## src/isb_map.vh

```
// Constants for the split isochronous back-pointer completion block
`ifndef ISB_MAP_VH
`define ISB_MAP_VH
// ==========================================================
// Descriptor word layout (128-bit image)
`define ISB_F_NEXT   31:0
`define ISB_B_BACKT  32
`define ISB_F_BACK   63:32
`define ISB_F_SMASK  71:64
`define ISB_F_CMASK  79:72
`define ISB_F_CPROG  87:80
`define ISB_B_PHASE  89
`define ISB_B_MISSED 90
`define ISB_B_XERR   91
`define ISB_B_BABBLE 92
`define ISB_B_ERR    94
`define ISB_B_ACTIVE 95
`define ISB_F_TOTAL  105:96
`define ISB_B_PAGE   106
`define ISB_F_OFFSET 118:107
`define ISB_F_TPOS   120:119
`define ISB_F_TCOUNT 123:121
// ==========================================================
// Split phase values
`define ISB_PH_SS    1'b0
`define ISB_PH_CS    1'b1
// ==========================================================
// Translator answer codes
`define ISB_RSP_ERR  3'h0
`define ISB_RSP_XERR 3'h1
`define ISB_RSP_DATA 3'h2
`define ISB_RSP_NYET 3'h3
`define ISB_RSP_MDAT 3'h4
`define ISB_MAX_RETRY 2'h2
// ==========================================================
// Register offsets and reset values
`define ISB_REG_CTRL   8'h00
`define ISB_REG_STATE  8'h04
`define ISB_REG_BORROW 8'h08
`define ISB_CTRL_RST   1'b1
`endif

```

## src/isb_backptr.v

```verilog
// Split isochronous IN back-pointer completion engine
`timescale 1ns/1ns
`include "isb_map.vh"
module isb_backptr (
    input  wire         I_REF_CLK,
    input  wire         I_SYS_RST,
    input  wire [7:0]   I_REG_ADDR,
    input  wire [31:0]  I_REG_WDATA,
    input  wire         I_REG_WR,
    input  wire         I_REG_RD,
    output reg  [31:0]  O_REG_RDATA,
    input  wire [2:0]   I_FRINDEX,
    input  wire         I_VISIT_VLD,
    input  wire [31:0]  I_VISIT_ADDR,
    output wire         O_VISIT_RDY,
    output reg          O_VISIT_DONE,
    output reg  [31:0]  O_NEXT_PTR,
    output reg          O_MEM_RD,
    output reg          O_MEM_WR,
    output reg  [31:0]  O_MEM_ADDR,
    input  wire         I_MEM_RVLD,
    input  wire [127:0] I_MEM_RDATA,
    output reg  [127:0] O_MEM_WDATA,
    output reg          O_SPLIT_REQ,
    output reg          O_SPLIT_CS,
    output reg  [31:0]  O_SPLIT_DESC,
    input  wire         I_SPLIT_DONE,
    input  wire [2:0]   I_SPLIT_RESP,
    input  wire [7:0]   I_SPLIT_BYTES
);

    // ==========================================================
    // States
    localparam [9:0] S_IDLE = 10'h001;
    localparam [9:0] S_FCUR = 10'h002;
    localparam [9:0] S_ECUR = 10'h004;
    localparam [9:0] S_FPRV = 10'h008;
    localparam [9:0] S_EPRV = 10'h010;
    localparam [9:0] S_CSW  = 10'h020;
    localparam [9:0] S_SSW  = 10'h040;
    localparam [9:0] S_WBP  = 10'h080;
    localparam [9:0] S_WBC  = 10'h100;
    localparam [9:0] S_DONE = 10'h200;

    reg [9:0]   state_r;
    reg [127:0] cur_r;          // Held whole while borrowing
    reg [127:0] prv_r;
    reg [31:0]  cur_addr_r;
    reg         in_prev_r;      // Split context belongs to previous
    reg [1:0]   retry_r;
    reg         retired_vld_r;
    reg [31:0]  retired_addr_r;
    reg [2:0]   fr_last_r;
    reg         ctrl_en_r;
    reg [15:0]  borrow_cnt_r;

    // ==========================================================
    // Functions
    // Micro-frame index to onehot, bit 0 is micro-frame 0
    function [7:0] uf_dec;
        input [2:0] idx;
        begin
            uf_dec = 8'h01 << idx;
        end
    endfunction

    // Slots that must already be in the progress mask; wraps to 6,7
    function [7:0] prior_mask;
        input [7:0] uf;
        begin
            prior_mask = (uf - 8'h01) | ((uf[0] | uf[1]) ? 8'hC0 : 8'h00);
        end
    endfunction

    // Test B against the complete mask
    function test_b;
        input [127:0] d;
        input [7:0]   uf;
        begin
            test_b = ((d[`ISB_F_CMASK] & prior_mask(uf) & ~d[`ISB_F_CPROG]) == 8'h00);
        end
    endfunction

    // Advance byte count, offset and page by received bytes
    function [127:0] advance;
        input [127:0] d;
        input [7:0]   n;
        reg   [12:0]  sum;
        begin
            advance = d;
            sum = {1'b0, d[`ISB_F_OFFSET]} + {5'h00, n};
            if ({2'h0, n} > d[`ISB_F_TOTAL]) begin
                // Too much data: nothing stored, babble and retire
                advance[`ISB_B_BABBLE] = 1'b1;
                advance[`ISB_B_ACTIVE] = 1'b0;
            end else begin
                advance[`ISB_F_TOTAL]  = d[`ISB_F_TOTAL] - {2'h0, n};
                advance[`ISB_F_OFFSET] = sum[11:0];
                if (sum[12]) begin
                    advance[`ISB_B_PAGE] = 1'b1;
                end
            end
        end
    endfunction

    // Apply a complete-split answer; progress mask already holds this slot
    function [127:0] cs_apply;
        input [127:0] d;
        input [2:0]   rsp;
        input [7:0]   n;
        input         retry_out;
        reg           last;
        begin
            cs_apply = d;
            last = ((d[`ISB_F_CMASK] ^ d[`ISB_F_CPROG]) == 8'h00);
            case (rsp)
                `ISB_RSP_ERR: begin
                    cs_apply[`ISB_B_ERR]    = 1'b1;
                    cs_apply[`ISB_B_ACTIVE] = 1'b0;
                end
                `ISB_RSP_XERR: begin
                    cs_apply[`ISB_B_XERR] = 1'b1;
                    if (retry_out) begin
                        cs_apply[`ISB_B_ACTIVE] = 1'b0;
                    end
                end
                `ISB_RSP_DATA: begin
                    cs_apply = advance(d, n);
                    cs_apply[`ISB_B_ACTIVE] = 1'b0;
                    cs_apply[`ISB_B_PHASE]  = `ISB_PH_SS;
                end
                `ISB_RSP_NYET: begin
                    if (last) begin
                        cs_apply[`ISB_B_ACTIVE] = 1'b0;
                    end
                end
                `ISB_RSP_MDAT: begin
                    if (last) begin
                        cs_apply[`ISB_B_XERR]   = 1'b1;
                        cs_apply[`ISB_B_ACTIVE] = 1'b0;
                    end else begin
                        cs_apply = advance(d, n); // Active kept unless advance flags babble
                    end
                end
                default: begin
                    cs_apply[`ISB_B_XERR]   = 1'b1;
                    cs_apply[`ISB_B_ACTIVE] = 1'b0;
                end
            endcase
        end
    endfunction

    // ==========================================================
    // Decode of current conditions
    wire [7:0]   uf       = uf_dec(I_FRINDEX);
    wire         cur_cs   = cur_r[`ISB_B_ACTIVE] && (cur_r[`ISB_B_PHASE] == `ISB_PH_CS);
    // Terminate bit is trusted as software sets it for non-wrap streams
    wire         borrow_a = (uf == 8'h01) && !cur_r[`ISB_B_BACKT];
    // Second wrap slot borrows only when the start mask skips micro-frame 0
    wire         borrow_b = (uf == 8'h02) && !cur_r[64];
    wire         retired  = retired_vld_r && (retired_addr_r == {cur_r[63:33], 1'b0});
    wire         borrow   = ctrl_en_r && cur_cs && (borrow_a || borrow_b) && !retired;
    wire         ss_now   = (uf == 8'h01) && cur_r[64];
    wire         rsp_x    = I_SPLIT_RESP == `ISB_RSP_XERR;

    // One visit accepted at a time, the walker steps per micro-frame
    assign O_VISIT_RDY = state_r[0];

    // ==========================================================
    // Main sequencer; pulses default low each cycle
    always @(posedge I_REF_CLK) begin
        if (I_SYS_RST) begin
            state_r        <= S_IDLE;
            cur_r          <= 128'h0;
            prv_r          <= 128'h0;
            cur_addr_r     <= 32'h0;
            in_prev_r      <= 1'b0;
            retry_r        <= 2'h0;
            retired_vld_r  <= 1'b0;
            retired_addr_r <= 32'h0;
            fr_last_r      <= 3'h0;
            borrow_cnt_r   <= 16'h0;
            O_VISIT_DONE   <= 1'b0;
            O_NEXT_PTR     <= 32'h0;
            O_MEM_RD       <= 1'b0;
            O_MEM_WR       <= 1'b0;
            O_MEM_ADDR     <= 32'h0;
            O_MEM_WDATA    <= 128'h0;
            O_SPLIT_REQ    <= 1'b0;
            O_SPLIT_CS     <= 1'b0;
            O_SPLIT_DESC   <= 32'h0;
        end else begin
            O_VISIT_DONE <= 1'b0;
            O_MEM_RD     <= 1'b0;
            O_MEM_WR     <= 1'b0;
            O_SPLIT_REQ  <= 1'b0;
            fr_last_r    <= I_FRINDEX;
            // Retirement memory lasts one frame
            if (fr_last_r == 3'h7 && I_FRINDEX == 3'h0) begin
                retired_vld_r <= 1'b0;
            end
            case (state_r)
                S_IDLE: begin
                    if (I_VISIT_VLD) begin
                        cur_addr_r <= I_VISIT_ADDR;
                        O_MEM_ADDR <= I_VISIT_ADDR;
                        O_MEM_RD   <= 1'b1;
                        in_prev_r  <= 1'b0;
                        state_r    <= S_FCUR;
                    end
                end
                S_FCUR: begin
                    if (I_MEM_RVLD) begin
                        cur_r   <= I_MEM_RDATA;
                        state_r <= S_ECUR;
                    end
                end
                S_ECUR: begin
                    if (!cur_r[`ISB_B_ACTIVE]) begin
                        state_r <= S_DONE;
                    end else if (cur_r[`ISB_B_PHASE] == `ISB_PH_SS) begin
                        // Complete mask ignored in start phase
                        if ((uf & cur_r[`ISB_F_SMASK]) != 8'h00) begin
                            O_SPLIT_REQ  <= 1'b1;
                            O_SPLIT_CS   <= 1'b0;
                            O_SPLIT_DESC <= cur_addr_r;
                            state_r      <= S_SSW;
                        end else begin
                            state_r <= S_DONE;
                        end
                    end else if (borrow) begin
                        // Only the current descriptor may borrow
                        O_MEM_ADDR   <= {cur_r[63:33], 1'b0};
                        O_MEM_RD     <= 1'b1;
                        borrow_cnt_r <= borrow_cnt_r + 16'h0001;
                        state_r      <= S_FPRV;
                    end else if ((uf & cur_r[`ISB_F_CMASK]) != 8'h00) begin
                        if (test_b(cur_r, uf)) begin
                            cur_r[`ISB_F_CPROG] <= cur_r[`ISB_F_CPROG] | uf;
                            retry_r      <= 2'h0;
                            O_SPLIT_REQ  <= 1'b1;
                            O_SPLIT_CS   <= 1'b1;
                            O_SPLIT_DESC <= cur_addr_r;
                            state_r      <= S_CSW;
                        end else begin
                            cur_r[`ISB_B_MISSED] <= 1'b1;
                            cur_r[`ISB_B_ACTIVE] <= 1'b0;
                            state_r              <= S_WBC;
                        end
                    end else begin
                        state_r <= S_DONE;
                    end
                end
                S_FPRV: begin
                    if (I_MEM_RVLD) begin
                        prv_r     <= I_MEM_RDATA; // cur_r untouched
                        in_prev_r <= 1'b1;
                        state_r   <= S_EPRV;
                    end
                end
                S_EPRV: begin
                    if (!prv_r[`ISB_B_ACTIVE]) begin
                        state_r <= S_WBP;
                    end else if (prv_r[`ISB_B_PHASE] == `ISB_PH_SS) begin
                        prv_r[`ISB_B_ACTIVE] <= 1'b0;
                        prv_r[`ISB_B_MISSED] <= 1'b1;
                        state_r              <= S_WBP;
                    end else if ((uf & prv_r[`ISB_F_CMASK]) != 8'h00) begin
                        if (test_b(prv_r, uf)) begin
                            prv_r[`ISB_F_CPROG] <= prv_r[`ISB_F_CPROG] | uf;
                            retry_r      <= 2'h0;
                            O_SPLIT_REQ  <= 1'b1;
                            O_SPLIT_CS   <= 1'b1;
                            O_SPLIT_DESC <= {cur_r[63:33], 1'b0};
                            state_r      <= S_CSW;
                        end else begin
                            prv_r[`ISB_B_MISSED] <= 1'b1;
                            prv_r[`ISB_B_ACTIVE] <= 1'b0;
                            state_r              <= S_WBP;
                        end
                    end else begin
                        state_r <= S_WBP;
                    end
                end
                S_CSW: begin
                    if (I_SPLIT_DONE) begin
                        if (rsp_x && retry_r != `ISB_MAX_RETRY) begin
                            // Transaction error retried at once, two retries at most
                            retry_r     <= retry_r + 2'h1;
                            O_SPLIT_REQ <= 1'b1;
                        end else if (in_prev_r) begin
                            prv_r   <= cs_apply(prv_r, I_SPLIT_RESP, I_SPLIT_BYTES, rsp_x);
                            state_r <= S_WBP;
                        end else begin
                            cur_r   <= cs_apply(cur_r, I_SPLIT_RESP, I_SPLIT_BYTES, rsp_x);
                            state_r <= S_WBC;
                        end
                    end
                end
                S_SSW: begin
                    if (I_SPLIT_DONE) begin
                        // IN start-split: progress restarts, position/count untouched
                        cur_r[`ISB_B_PHASE] <= `ISB_PH_CS;
                        cur_r[`ISB_F_CPROG] <= 8'h00;
                        state_r             <= S_WBC;
                    end
                end
                S_WBP: begin
                    O_MEM_ADDR  <= {cur_r[63:33], 1'b0};
                    O_MEM_WDATA <= prv_r;
                    O_MEM_WR    <= 1'b1;
                    in_prev_r   <= 1'b0;
                    if (prv_r[`ISB_B_ACTIVE]) begin
                        state_r <= S_DONE; // Current left as is
                    end else begin
                        retired_vld_r       <= 1'b1;
                        retired_addr_r      <= {cur_r[63:33], 1'b0};
                        cur_r[`ISB_B_PHASE] <= `ISB_PH_SS;
                        if (ss_now) begin
                            O_SPLIT_REQ  <= 1'b1;
                            O_SPLIT_CS   <= 1'b0;
                            O_SPLIT_DESC <= cur_addr_r;
                            state_r      <= S_SSW;
                        end else begin
                            state_r <= S_WBC;
                        end
                    end
                end
                S_WBC: begin
                    O_MEM_ADDR  <= cur_addr_r;
                    O_MEM_WDATA <= cur_r;
                    O_MEM_WR    <= 1'b1;
                    state_r     <= S_DONE;
                end
                S_DONE: begin
                    O_NEXT_PTR   <= cur_r[`ISB_F_NEXT];
                    O_VISIT_DONE <= 1'b1;
                    state_r      <= S_IDLE;
                end
                default: begin
                    state_r <= S_IDLE;
                end
            endcase
        end
    end

    // ==========================================================
    // Register port; read data stands one cycle after the strobe
    always @(posedge I_REF_CLK) begin
        if (I_SYS_RST) begin
            ctrl_en_r   <= `ISB_CTRL_RST;
            O_REG_RDATA <= 32'h0;
        end else begin
            if (I_REG_WR && I_REG_ADDR == `ISB_REG_CTRL) begin
                ctrl_en_r <= I_REG_WDATA[0];
            end
            if (I_REG_RD) begin
                case (I_REG_ADDR)
                    `ISB_REG_CTRL:   O_REG_RDATA <= {31'h0, ctrl_en_r};
                    `ISB_REG_STATE:  O_REG_RDATA <= {20'h0, in_prev_r, retired_vld_r, state_r};
                    `ISB_REG_BORROW: O_REG_RDATA <= {16'h0, borrow_cnt_r};
                    default:         O_REG_RDATA <= 32'h0;
                endcase
            end else begin
                O_REG_RDATA <= 32'h0;
            end
        end
    end

endmodule

```

## config.mk

```make
export PLATFORM = sky130hd
export DESIGN_NAME = isb_backptr
export DESIGN_NICKNAME = d
export VERILOG_FILES = /design/src/isb_backptr.v
export VERILOG_INCLUDE_DIRS = /design/src
export SDC_FILE = /design/constraint.sdc
export NUM_CORES = 1
export LEC_CHECK = 0
export BUFFER_PORTS_ARGS = -buffer_cell sky130_fd_sc_hd__buf_4
export CAP_MARGIN = 25
export CORE_MARGIN = 8
export CORE_UTILIZATION = 30
export DETAILED_ROUTE_END_ITERATION = 8
export GPL_TIMING_DRIVEN = 1
export PLACE_DENSITY = 0.53
export SYNTH_ARGS = -nofsm -noshare
export SYNTH_HDL_FRONTEND = slang
export SYNTH_SLANG_ARGS = --single-unit
```

## constraint.sdc

```tcl
create_clock -name I_REF_CLK -period 8.5 [get_ports I_REF_CLK]
set_input_delay 0 -clock I_REF_CLK [delete_from_list [all_inputs] [get_ports I_REF_CLK]]
set_output_delay 0 -clock I_REF_CLK [all_outputs]
set_load 0.03 [all_outputs]
```

==> flow_summary.yaml, run 1 <==
clock_tree:
  cts-root-buf: "clkbuf_16"
  cts_made_buffers: 73
  ctsResizeCount: 0
  clock-sinks: 598
  clockBufferDepth: 3
  clk_latency_ps: 610
  path_clk_slew_ps: 60
  cts_tree: "built"
  htreeDepth: 3
floorplanning:
  dieArea_um2: 98700
  ios: 483
  fp.dieW_um: 314
  core_area_um2: 88200
  rows: 109
  initial_core_util_pct: 30.2
  dieHeight_um: 314
finish:
  final_util_pct: 39.8
  drive_gt1_share_pct: 17.0
  nets: 3924
  syn_to_final_growth_pct: 31.8
synthesis:
  avgSynthCellArea_um2: 8.43
  synth_flop_cell: "dfxtp_1"
  synth-async-reset-ratio_pct: 0
  postSynthCellCount: 3165
  synth.top_cell.area_share_pct: 44.9
  ys_ff_latch: 598
  synth.distinct_cells: 81
  synth_warnings: 0
  yosysSeqAreaShare_pct: 44.9
  yosys-top-cells-area: "dfxtp_1 45%, nand2_1 8.2%, mux2i_1 7.6%, a21oi_1 7.0%, a211oi_1 4.8%"
  yosys.area.top_type: "dfxtp_1"
  syn_area_um2: 26700
  synth-edff-count: 0
sta:
  tightest_slew_ps: 1200
  fmax_ghz: 0.247
  setup_viol_count_final: 0
  hold_viol: 0
  slew_viol_final: 0
  final.setup.tns_ps: 0
  layout_worst_path_cycle_share_pct: 47.7
  rsz0062_at_grt: "false"
  setup_slack_ps: 4450
  slew_headroom_pct: 20.0
  fin_crit_ps: 4050
  worst_clock_skew_ps: 28.3
critical_path:
  rr_endpoint: "cur_r[43]$_SDFFE_PP0P_"
  cpMaxStageDelayCell: "buf_4"
  startpoint_type: "flop"
  cp.arrival_ps: 4570
  r2r_start: "state_r[0]$_SDFFE_PP1P_"
  critPathTopFamily: "simple AND/OR/NAND/NOR gates"
  cp-startpoint: "state_r[0]$_SDFFE_PP1P_"
  path_cells: "nor3_1 -> nand4_1 -> nor2_1 -> and4b_1 -> nand2_4 -> buf_4 -> nand2_1 -> a21oi_1"
  path_depth: 8
  crit_buf_inv: 1
  cp-end-kind: "flop"
  cp.required_ps: 9020
  ff2ff_path_depth: 8
  crit_end: "cur_r[43]$_SDFFE_PP0P_"
  cp_max_fo: 67
  path_class: "reg -> reg"
  max_stage_delay_ps: 740
  reg2reg_slack_ps: 4450
global_routing:
  overflow: 0
  grt_usage_pct: 18.9
  antenna_found_initial: 9
  grt_pass1_wl_um: 148000
  grt_start_max_net_pins: 223
  first_global_vias: 23800
route:
  drtPass1Iterations: 5
  drtAntennaViolNets: 0
  wirelength_um: 98400
  dr_total_vias: 24500
  drtIter0Drc: 1796
  drc_errors: 0
  drt-wirelength-per-cell_um: 20.1
  vias_per_cell: 5.02
power_and_ir_drop:
  power_mw: 6.67
  p_per_area_nw_per_um2: 190
  irDropWorstVdd_v: 0.000124
  leakage_nw: 13.4
place:
  place_congestion: 0.848
  post-place-ws_ps: 4500
  port_buffers: 435
  hpwlAfterDp_um: 65200
job:
  cap_violations: 0
hold_path:
  hold_depth: 5
  hold_path_class: "in -> reg"
run_status:
  outcome: "finished clean"
-- cell families (layout without fill, tap and decap cells) --
group / after synthesis / count (layout) / share of synthesized area [%]
DFF: 598 / 598 / 44.9
AOI/OAI and AO/OA: 814 / 814 / 19.7
other: 1 / 22 / 0.0141
buffers and inverters: 310 / 846 / 4.84
muxes: 208 / 208 / 8.00
and+or+nand+nor: 1124 / 1124 / 18.2
adders and majority gates: 41 / 41 / 2.04
xor gates and xnor gates: 69 / 69 / 2.27
-- cell usage in the layout, fill, tap and decap left out, types with 15 or more instances in the layout --
cell,synthesis,routed
clkbuf_16,0,74
nand4_1,23,23
and2_1,19,18
a22oi_1,42,42
clkbuf_1,197,16
nor2b_1,29,29
nand3_1,27,27
mux2i_1,202,202
conb_1,1,16
clkbuf_8,0,17
inv_1,51,51
nor3_1,37,36
a211oi_1,172,172
dfxtp_1,598,598
ha_1,37,37
dlygate4sd3_1,0,193
nor2_1,311,309
buf_4,20,465
xnor2_1,56,56
nand2b_1,17,17
a311oi_1,64,64
and3_1,15,15
nand2_1,579,576
a21oi_1,374,374
o21ai_0,50,50
-- flip-flops by register name, summed over array words and instances (netlist names), 2 cells and up --
name / flops
borrow_cnt_r: 16
retry_r: 2
state_r: 10
O_NEXT_PTR: 32
prv_r: 128
O_SPLIT_DESC: 32
O_MEM_ADDR: 32
retired_addr_r: 31
cur_r: 128
O_MEM_WDATA: 128
fr_last_r: 3
cur_addr_r: 32
O_REG_RDATA: 16
-- report_power, final --
part	total [mW]	switching (mW)	internal, mW	leakage (nW)
sequential	2.92	0.0574	2.86	4.83
clock	3.15	1.27	1.88	1.18
combinational	0.607	0.346	0.261	7.42
-- layer usage --
| layer | global-route usage, % | vias to the layer above | wire length, um | share of wire, % |
|---|---|---|---|---|
| met5 | 0 | - | 37 | 0.038 |
| met1 | 25.0 | 11600 | 43900 | 45 |
| met3 | 4.17 | 164 | 6280 | 6.4 |
| li1 | - | 12100 | - | - |
| met2 | 30.4 | 656 | 44900 | 46 |
| met4 | 6.16 | 6 | 3220 | 3.3 |
-- worst min path at each step --
stage | start | to | slack, ps
CTS | I_FRINDEX[2] | prv_r[85]$_SDFFE_PP0P_ | 6
finish | I_SPLIT_BYTES[6] | prv_r[113]$_SDFFE_PP0P_ | 50
detailed placement | I_REG_WDATA[0] | ctrl_en_r$_SDFFE_PP1P_ | 220
global route | I_FRINDEX[2] | prv_r[86]$_SDFFE_PP0P_ | 40
floorplan | I_REG_WDATA[0] | ctrl_en_r$_SDFFE_PP1P_ | 130
global placement | I_REG_WDATA[0] | ctrl_en_r$_SDFFE_PP1P_ | 220
-- Yosys cell counts (4+ instances only) --
master / count
o221a_2: 9
a311oi_1: 64
a21oi_1: 374
a21o_1: 8
and2_1: 19
a32o_1: 6
inv_1: 51
o211ai_1: 13
or4_1: 4
buf_4: 20
mux4_2: 4
nor3b_1: 13
o31ai_1: 5
nand4_1: 23
a31o_2: 4
a221oi_1: 4
or3_1: 11
nor2b_1: 29
buf_2: 36
nor2_1: 311
o21a_1: 11
nand2b_1: 17
o21ai_0: 50
clkbuf_1: 197
a211oi_1: 172
nor4b_1: 6
a22oi_1: 42
a31oi_1: 9
fa_1: 4
dfxtp_1: 598
buf_1: 4
mux2i_1: 202
nand2_1: 579
xnor2_1: 56
ha_1: 37
and3_1: 15
xor2_1: 13
o22ai_1: 4
nor4_1: 8
nand3_1: 27
nor3_1: 37
-- area by class of cell --
class | count | area [um^2]
multi-input combinational | 2272 | 13500
antenna | 6 | 15.0
timing repair buffer | 665 | 5550
tap | 1165 | 1460
clock inverter | 22 | 267
clock buffer | 107 | 2150
inverter | 52 | 195
fill | 9013 | 53100
sequential | 598 | 12000
-- metrics by stage --
step,std cells,area [um^2],hold WS (ps)
after global placement,4556,30700,225
final,4887,35100,47.7
after CTS,4879,35100,6.34
after detailed placement,4557,30700,224
after global routing,4885,35100,44.8
after floorplan,3180,26700,125
-- repair_timing --
item                                   4_1_cts  5_1_grt
buffers inserted                             0        0
endpoints found under the hold margin      378        0
hold buffers                               193        0
-- tightest hold or removal path, stage by stage --
cell and delay [ps]:
buf_4 110, ha_1 200, xnor2_1 90, a21oi_1 130
a211oi_1 80
No activity file was read; power rests on OpenSTA's default activity.
==> run 2, diff against run 1 <==
--- a/config.mk
+++ b/config.mk
@@ -6,6 +6,7 @@
 export SDC_FILE = /design/constraint.sdc
 export NUM_CORES = 1
 export LEC_CHECK = 0
+export ABC_AREA = 1
 export BUFFER_PORTS_ARGS = -buffer_cell sky130_fd_sc_hd__buf_4
 export CAP_MARGIN = 25
 export CORE_MARGIN = 8
==> constraint.sdc (replaced) <==
create_clock -name I_REF_CLK -period 3.85 [get_ports I_REF_CLK]
set_input_delay 0 -clock I_REF_CLK [delete_from_list [all_inputs] [get_ports I_REF_CLK]]
set_output_delay 0 -clock I_REF_CLK [all_outputs]
set_load 0.03 [all_outputs]
==> run 2 against run 1 <==
Against the previous run: clock power up 130%; fmax is 15% higher; clock skew fell by 3.4 ps; sequential power grew 130%; utilization is 0.16 points lower; critical endpoint is now prv_r[91]$_SDFFE_PP0P_; non-clock buffer count rose by 7; first-iteration DRC count grew 7.6%; synthesized area increased by 6.2%; worst setup slack worse by 4100 ps; synthesized cell count grew 26%; critical path type unchanged.
==> flow_summary.yaml, run 2 <==
run_status:
  outcome: "finished clean"
floorplanning:
  ios: 483
  core_area_um2: 93500
  dieArea_um2: 104000
  dieHeight_um: 323
  fp.dieW_um: 323
  initial_core_util_pct: 30.3
  rows: 112
synthesis:
  synth_commonest_cells: "621 x nand2_1, 598 x dfxtp_1, 575 x inv_1"
  yosys.area.top_type: "dfxtp_1"
  yosys-top-cells-area: "dfxtp_1 42%, nand2_1 8.2%, a21oi_1 7.7%, inv_1 7.6%, nor2_1 6.4%"
  synth-edff-count: 0
  avgSynthCellArea_um2: 7.10
  synth_warnings: 0
  syn_area_um2: 28300
  synth.distinct_cells: 46
  synth.top_cell.area_share_pct: 42.3
  synth-async-reset-ratio_pct: 0
  synth_flop_cell: "dfxtp_1"
  postSynthCellCount: 3990
  yosysSeqAreaShare_pct: 42.3
  synth_most_common_cell: "nand2_1"
  ys_ff_latch: 598
sta:
  final.setup.tns_ps: 0
  slew_viol_final: 0
  tightest_slew_ps: 1000
  fmax_ghz: 0.283
  setup_viol_count_final: 0
  hold_slack_ps: 64.7
  rsz0062_at_grt: "false"
  worst_clock_skew_ps: 24.9
  slew_headroom_pct: 33.2
  layout_worst_path_cycle_share_pct: 91.9
  setup_slack_ps: 313
  fin_crit_ps: 3540
  hold_viol: 0
clock_tree:
  cts_tree: "built"
  cts_made_buffers: 72
  clk_latency_ps: 620
  clockBufferDepth: 3
  cts-root-buf: "clkbuf_16"
  post-cts-setup-buffers: 0
  path_clk_slew_ps: 60
  clock-sinks: 598
  htreeDepth: 3
finish:
  nets: 4761
  drive_gt1_share_pct: 14.3
  final_common_cell: "nand2_1"
  syn_to_final_growth_pct: 30.9
  fillers: 9750
  mostFrequentLayoutCells: "621 x nand2_1, 598 x dfxtp_1, 572 x inv_1"
  top_regs: "O_MEM_WDATA (128), cur_r (128), prv_r (128)"
critical_path:
  cp.required_ps: 4420
  path_class: "reg -> reg"
  cpMaxStageDelayCell: "dlygate4sd3_1"
  crit_top_cell: "dlygate4sd3_1"
  max_stage_delay_ps: 560
  cp.arrival_ps: 4110
  startpoint_type: "flop"
  reg2reg_slack_ps: 310
  path_cells: "nor2_4 -> nand2_8 -> nor2_2 -> inv_2 -> o21ai_0 -> nor3_1 -> nand3_1 -> dlygate4sd3_1 -> nand2_1 -> nor2_1 -> dlygate4sd3_1"
  ff2ff_path_depth: 11
  cp_max_fo: 17
  critPathTopFamily: "buffers and inverters"
  r2r_start: "state_r[0]$_SDFFE_PP1P_"
  cp-end-kind: "flop"
  cp-startpoint: "state_r[0]$_SDFFE_PP1P_"
  crit_buf_inv: 3
  rr_endpoint: "prv_r[91]$_SDFFE_PP0P_"
power_and_ir_drop:
  internal_power_mw: 11.6
  seqPwrFrac_pct: 41.9
  power_frac_clock_pct: 44.6
  leakage_nw: 16.6
  switchingPower_mw: 4.33
  switching_share_pct: 27.2
  p_comb_share_pct: 13.5
  p_per_area_nw_per_um2: 430
  irDropWorstVdd_v: 0.000378
place:
  port_buffers: 435
  post-place-ws_ps: 903
  hpwlAfterDp_um: 70800
  place_congestion: 0.893
hold_path:
  hold_path_class: "in -> reg"
  hold-path-endpoint: "cur_r[114]$_SDFFE_PP0P_"
  hold_start: "I_SPLIT_BYTES[7]"
  hold_depth: 6
global_routing:
  grt_start_max_net_pins: 174
  first_global_vias: 26800
  grt_pass1_wl_um: 160000
  antenna_found_initial: 4
  grt_usage_pct: 19.3
  overflow: 0
route:
  drtAntennaViolNets: 0
  drt-wirelength-per-cell_um: 18.0
  drtPass1Iterations: 5
  drtIter0Drc: 1932
  drc_errors: 0
  dr_total_vias: 27900
  vias_per_cell: 4.80
  wirelength_um: 105000
job:
  cap_violations: 0
-- run 2: cell count changes after synthesis, moves of 64 or more --
cell | before | now
o211ai_1 | 13 | 133
inv_1 | 51 | 575
a311oi_1 | 64 | 0
o21ai_0 | 50 | 327
mux2i_1 | 202 | 0
nor2_1 | 311 | 479
nand3_1 | 27 | 113
-- run 2: how the worst max path moves through the flow --
stage / to / depth (start not counted)
after floorplan: cur_r[101]$_SDFFE_PP0P_ / 11
after global placement: O_SPLIT_DESC[13]$_SDFFE_PP0P_ / 12
after detailed placement: O_SPLIT_DESC[28]$_SDFFE_PP0P_ / 12
after CTS: prv_r[91]$_SDFFE_PP0P_ / 11
after global routing: prv_r[91]$_SDFFE_PP0P_ / 11
final: prv_r[91]$_SDFFE_PP0P_ / 11
-- run 2: layout make-up --
type                       count  area (um^2)  area share [%]
antenna                        4         10.0          0.0270
clock buffer                 107         2230            6.01
clock inverter                21          246           0.665
inverter                     593         2250            6.07
multi-input combinational   2562        13100            35.3
sequential                   598        12000            32.3
tap                         1254         1570            4.23
timing repair buffer         672         5710            15.4
-- run 2: stage by stage --
step / area, um^2 / cells / util (%) / total power, mW
after global routing: 37100 / 5810 / 39.7 / 16.6
after CTS: 37000 / 5806 / 39.6 / 16.2
after floorplan: 28400 / 4005 / - / 8.04
final: 37100 / 5811 / 39.7 / 15.9
after global placement: 32500 / 5476 / 34.8 / 8.78
after detailed placement: 32500 / 5476 / 34.8 / 8.79
-- run 2: cells by family after synthesis --
group	Yosys count	share of synthesized area (%)
AOI/OAI and AO/OA	1153	23.7
adders and majority gates	41	1.92
and+or+nand+nor	1319	19.2
DFF	598	42.3
other	1	0.0132
buffers and inverters	845	11.9
xor gates and xnor gates	33	1.02
-- run 2: layer usage --
| metal | vias to the layer above | track usage [%] | part of all wire, % |
|---|---|---|---|
| met5 | - | 0 | 0.0067 |
| met4 | 2 | 5.58 | 2.4 |
| met3 | 142 | 4.40 | 6.8 |
| met2 | 729 | 32.2 | 46 |
| met1 | 12900 | 24.8 | 44 |
| li1 | 14100 | - | - |
-- run 2: timing repair --
action                    CTS  global route
resized for setup           0             0
hold buffers              202             0
hold endpoints to repair  360             0
-- run 2: power by group through the flow --
stage | clock network, mW | registers [mW] | logic [mW]
floorplan | 0 | 6.91 | 1.13
global placement | 0 | 6.80 | 1.97
detailed placement | 0 | 6.80 | 1.99
CTS | 7.32 | 6.67 | 2.17
global route | 7.56 | 6.71 | 2.38
finish | 7.11 | 6.68 | 2.16
-- run 2: worst min-delay path, cell delays in order --
cell and delay [ps]:
buf_4 110, ha_1 190, nor2_1 60, o21ai_0 150, nor2_1 50, nor2_1 80
==> run 3, diff against run 2 <==
--- a/config.mk
+++ b/config.mk
@@ -9,11 +9,13 @@
 export ABC_AREA = 1
 export BUFFER_PORTS_ARGS = -buffer_cell sky130_fd_sc_hd__buf_4
 export CAP_MARGIN = 25
+export CELL_PAD_IN_SITES_DETAIL_PLACEMENT = 1
+export CELL_PAD_IN_SITES_GLOBAL_PLACEMENT = 2
 export CORE_MARGIN = 8
 export CORE_UTILIZATION = 30
 export DETAILED_ROUTE_END_ITERATION = 8
 export GPL_TIMING_DRIVEN = 1
-export PLACE_DENSITY = 0.53
+export PLACE_DENSITY = 0.82
 export SYNTH_ARGS = -nofsm -noshare
 export SYNTH_HDL_FRONTEND = slang
 export SYNTH_SLANG_ARGS = --single-unit
==> run 3 against run 2 <==
Against the previous run: flip-flop and latch count unchanged; register-to-register slack improved by 310 ps; total power increased by 0.58%; routed wire length increased by 11%; combinational power increased by 3%; highest routed layer unchanged; cell count increased by 0.21%.
==> flow_summary.yaml, run 3 (synthesis gave the netlist of run 2 again) <==
run_status:
  outcome: "finished clean"
finish:
  stdcell_count: 5823
  top_regs: "O_MEM_WDATA (128), cur_r (128), prv_r (128)"
  final_util_pct: 39.6
  design_area_um2: 37000
  syn_to_final_growth_pct: 30.8
  drive_gt1_share_pct: 14.3
  final_common_cell: "nand2_1"
  nets: 4769
  mostFrequentLayoutCells: "621 x nand2_1, 598 x dfxtp_1, 572 x inv_1"
floorplanning:
  core_area_um2: 93500
  dieArea_um2: 104000
  initial_core_util_pct: 30.3
  ios: 483
  rows: 112
  dieHeight_um: 323
  fp.dieW_um: 323
route:
  drt-wirelength-per-cell_um: 19.8
  wirelength_um: 116000
  drtAntennaViolNets: 0
  vias_per_cell: 4.93
  drtIter0Drc: 1473
  drtPass1Iterations: 5
  dr_total_vias: 28700
  drc_errors: 0
power_and_ir_drop:
  p_per_area_nw_per_um2: 433
  irDropWorstVdd_v: 0.000243
  p_comb_share_pct: 13.8
  seqPwrFrac_pct: 41.7
  power_frac_clock_pct: 44.5
  internal_power_mw: 11.5
  switching_share_pct: 28.3
  power_mw: 16.0
  leakage_nw: 16.6
  switchingPower_mw: 4.54
place:
  post-place-ws_ps: 874
  port_buffers: 435
  place_inst: 5488
  hpwlAfterDp_um: 79100
  place_congestion: 0.870
  place_area_um2: 32600
clock_tree:
  clockBufferDepth: 3
  ctsResizeCount: 0
  cts-root-buf: "clkbuf_16"
  path_clk_slew_ps: 60
  clk_latency_ps: 640
  clock-sinks: 598
  cts_made_buffers: 73
  cts_tree: "built"
  htreeDepth: 3
global_routing:
  grt_pass1_wl_um: 175000
  grt_start_max_net_pins: 144
  antenna_found_initial: 7
  overflow: 0
  grt_usage_pct: 21.2
  first_global_vias: 29200
critical_path:
  reg2reg_slack_ps: 630
  startpoint_type: "flop"
  cp_max_fo: 21
  path_class: "reg -> reg"
  cp.arrival_ps: 3810
  cp-end-kind: "flop"
  cp.required_ps: 4430
sta:
  tightest_slew_ps: 977
  setup_slack_ps: 627
  setup_viol_count_final: 0
  rsz0062_at_grt: "false"
  fin_crit_ps: 3220
  slew_headroom_pct: 34.9
  fmax_ghz: 0.310
  hold_slack_ps: 38.2
  layout_worst_path_cycle_share_pct: 83.7
  hold_viol: 0
  final.setup.tns_ps: 0
  slew_viol_final: 0
  worst_clock_skew_ps: 37.6
job:
  cap_violations: 0
hold_path:
  hold_path_class: "in -> reg"
## run 3: cell count changes in the layout (fill, tap and decap cells not counted), moves of 2 or more
cell | previous run | this run
diode_2 | 4 | 6
inv_16 | 0 | 2
clkbuf_1 | 11 | 25
clkbuf_16 | 77 | 73
dlygate4sd3_1 | 202 | 197
clkbuf_8 | 19 | 14
buf_12 | 12 | 9
clkinv_8 | 0 | 3
clkinv_2 | 11 | 4
buf_4 | 457 | 471
## run 3: cell type report
class | count | area, um^2
Timing Repair Buffer | 679 | 5710
Sequential cell | 598 | 12000
Antenna cell | 6 | 15.0
Multi-Input combinational cell | 2562 | 13100
Tap cell | 1254 | 1570
Clock inverter | 20 | 350
Inverter | 593 | 2250
Clock buffer | 111 | 2100
Fill cell | 11600 | 56400
## run 3: worst max-delay path, cell delays in order, from the launching register on
cell and delay (ps):
dfxtp_1 410, nor2_4 290, nand2_8 130, nor2_1 180, buf_4 330, nand3_1 200
nand2_1 160, nor3_1 90, nand3_1 80, dlygate4sd3_1 550, nand2_1 60, nor2_1 110
dlygate4sd3_1 560
## run 3: timing repair
| action | CTS | global route |
|---|---|---|
| endpoints found under the hold margin | 346 | 0 |
| buffers inserted | 0 | 0 |
| endpoints found under the setup margin | 0 | 0 |
| hold buffers | 197 | 0 |
## run 3: final timing paths
path,from,endpoint,cells past startpoint
max,state_r[0]$_SDFFE_PP1P_,prv_r[91]$_SDFFE_PP0P_,12
min,I_SYS_RST,fr_last_r[1]$_SDFF_PP0_,2
max reg2reg,state_r[0]$_SDFFE_PP1P_,prv_r[91]$_SDFFE_PP0P_,12
min reg2reg,prv_r[94]$_SDFFE_PP0P_,prv_r[94]$_SDFFE_PP0P_,2
## run 3: layer usage
layer	wire, um	part of all wire, %	global-route usage (%)
met1	53600	46	28.6
met2	51600	45	33.7
met3	6100	5.3	4.06
met4	4110	3.6	7.79
met5	31	0.027	0
## run 3: power groups by stage
stage | clock, mW | sequential (mW) | combinational (mW)
global placement | 0 | 6.81 | 2.00
CTS | 7.35 | 6.68 | 2.22
finish | 7.13 | 6.68 | 2.22
detailed placement | 0 | 6.82 | 2.03
global route | 7.56 | 6.72 | 2.45
floorplan | 0 | 6.91 | 1.13
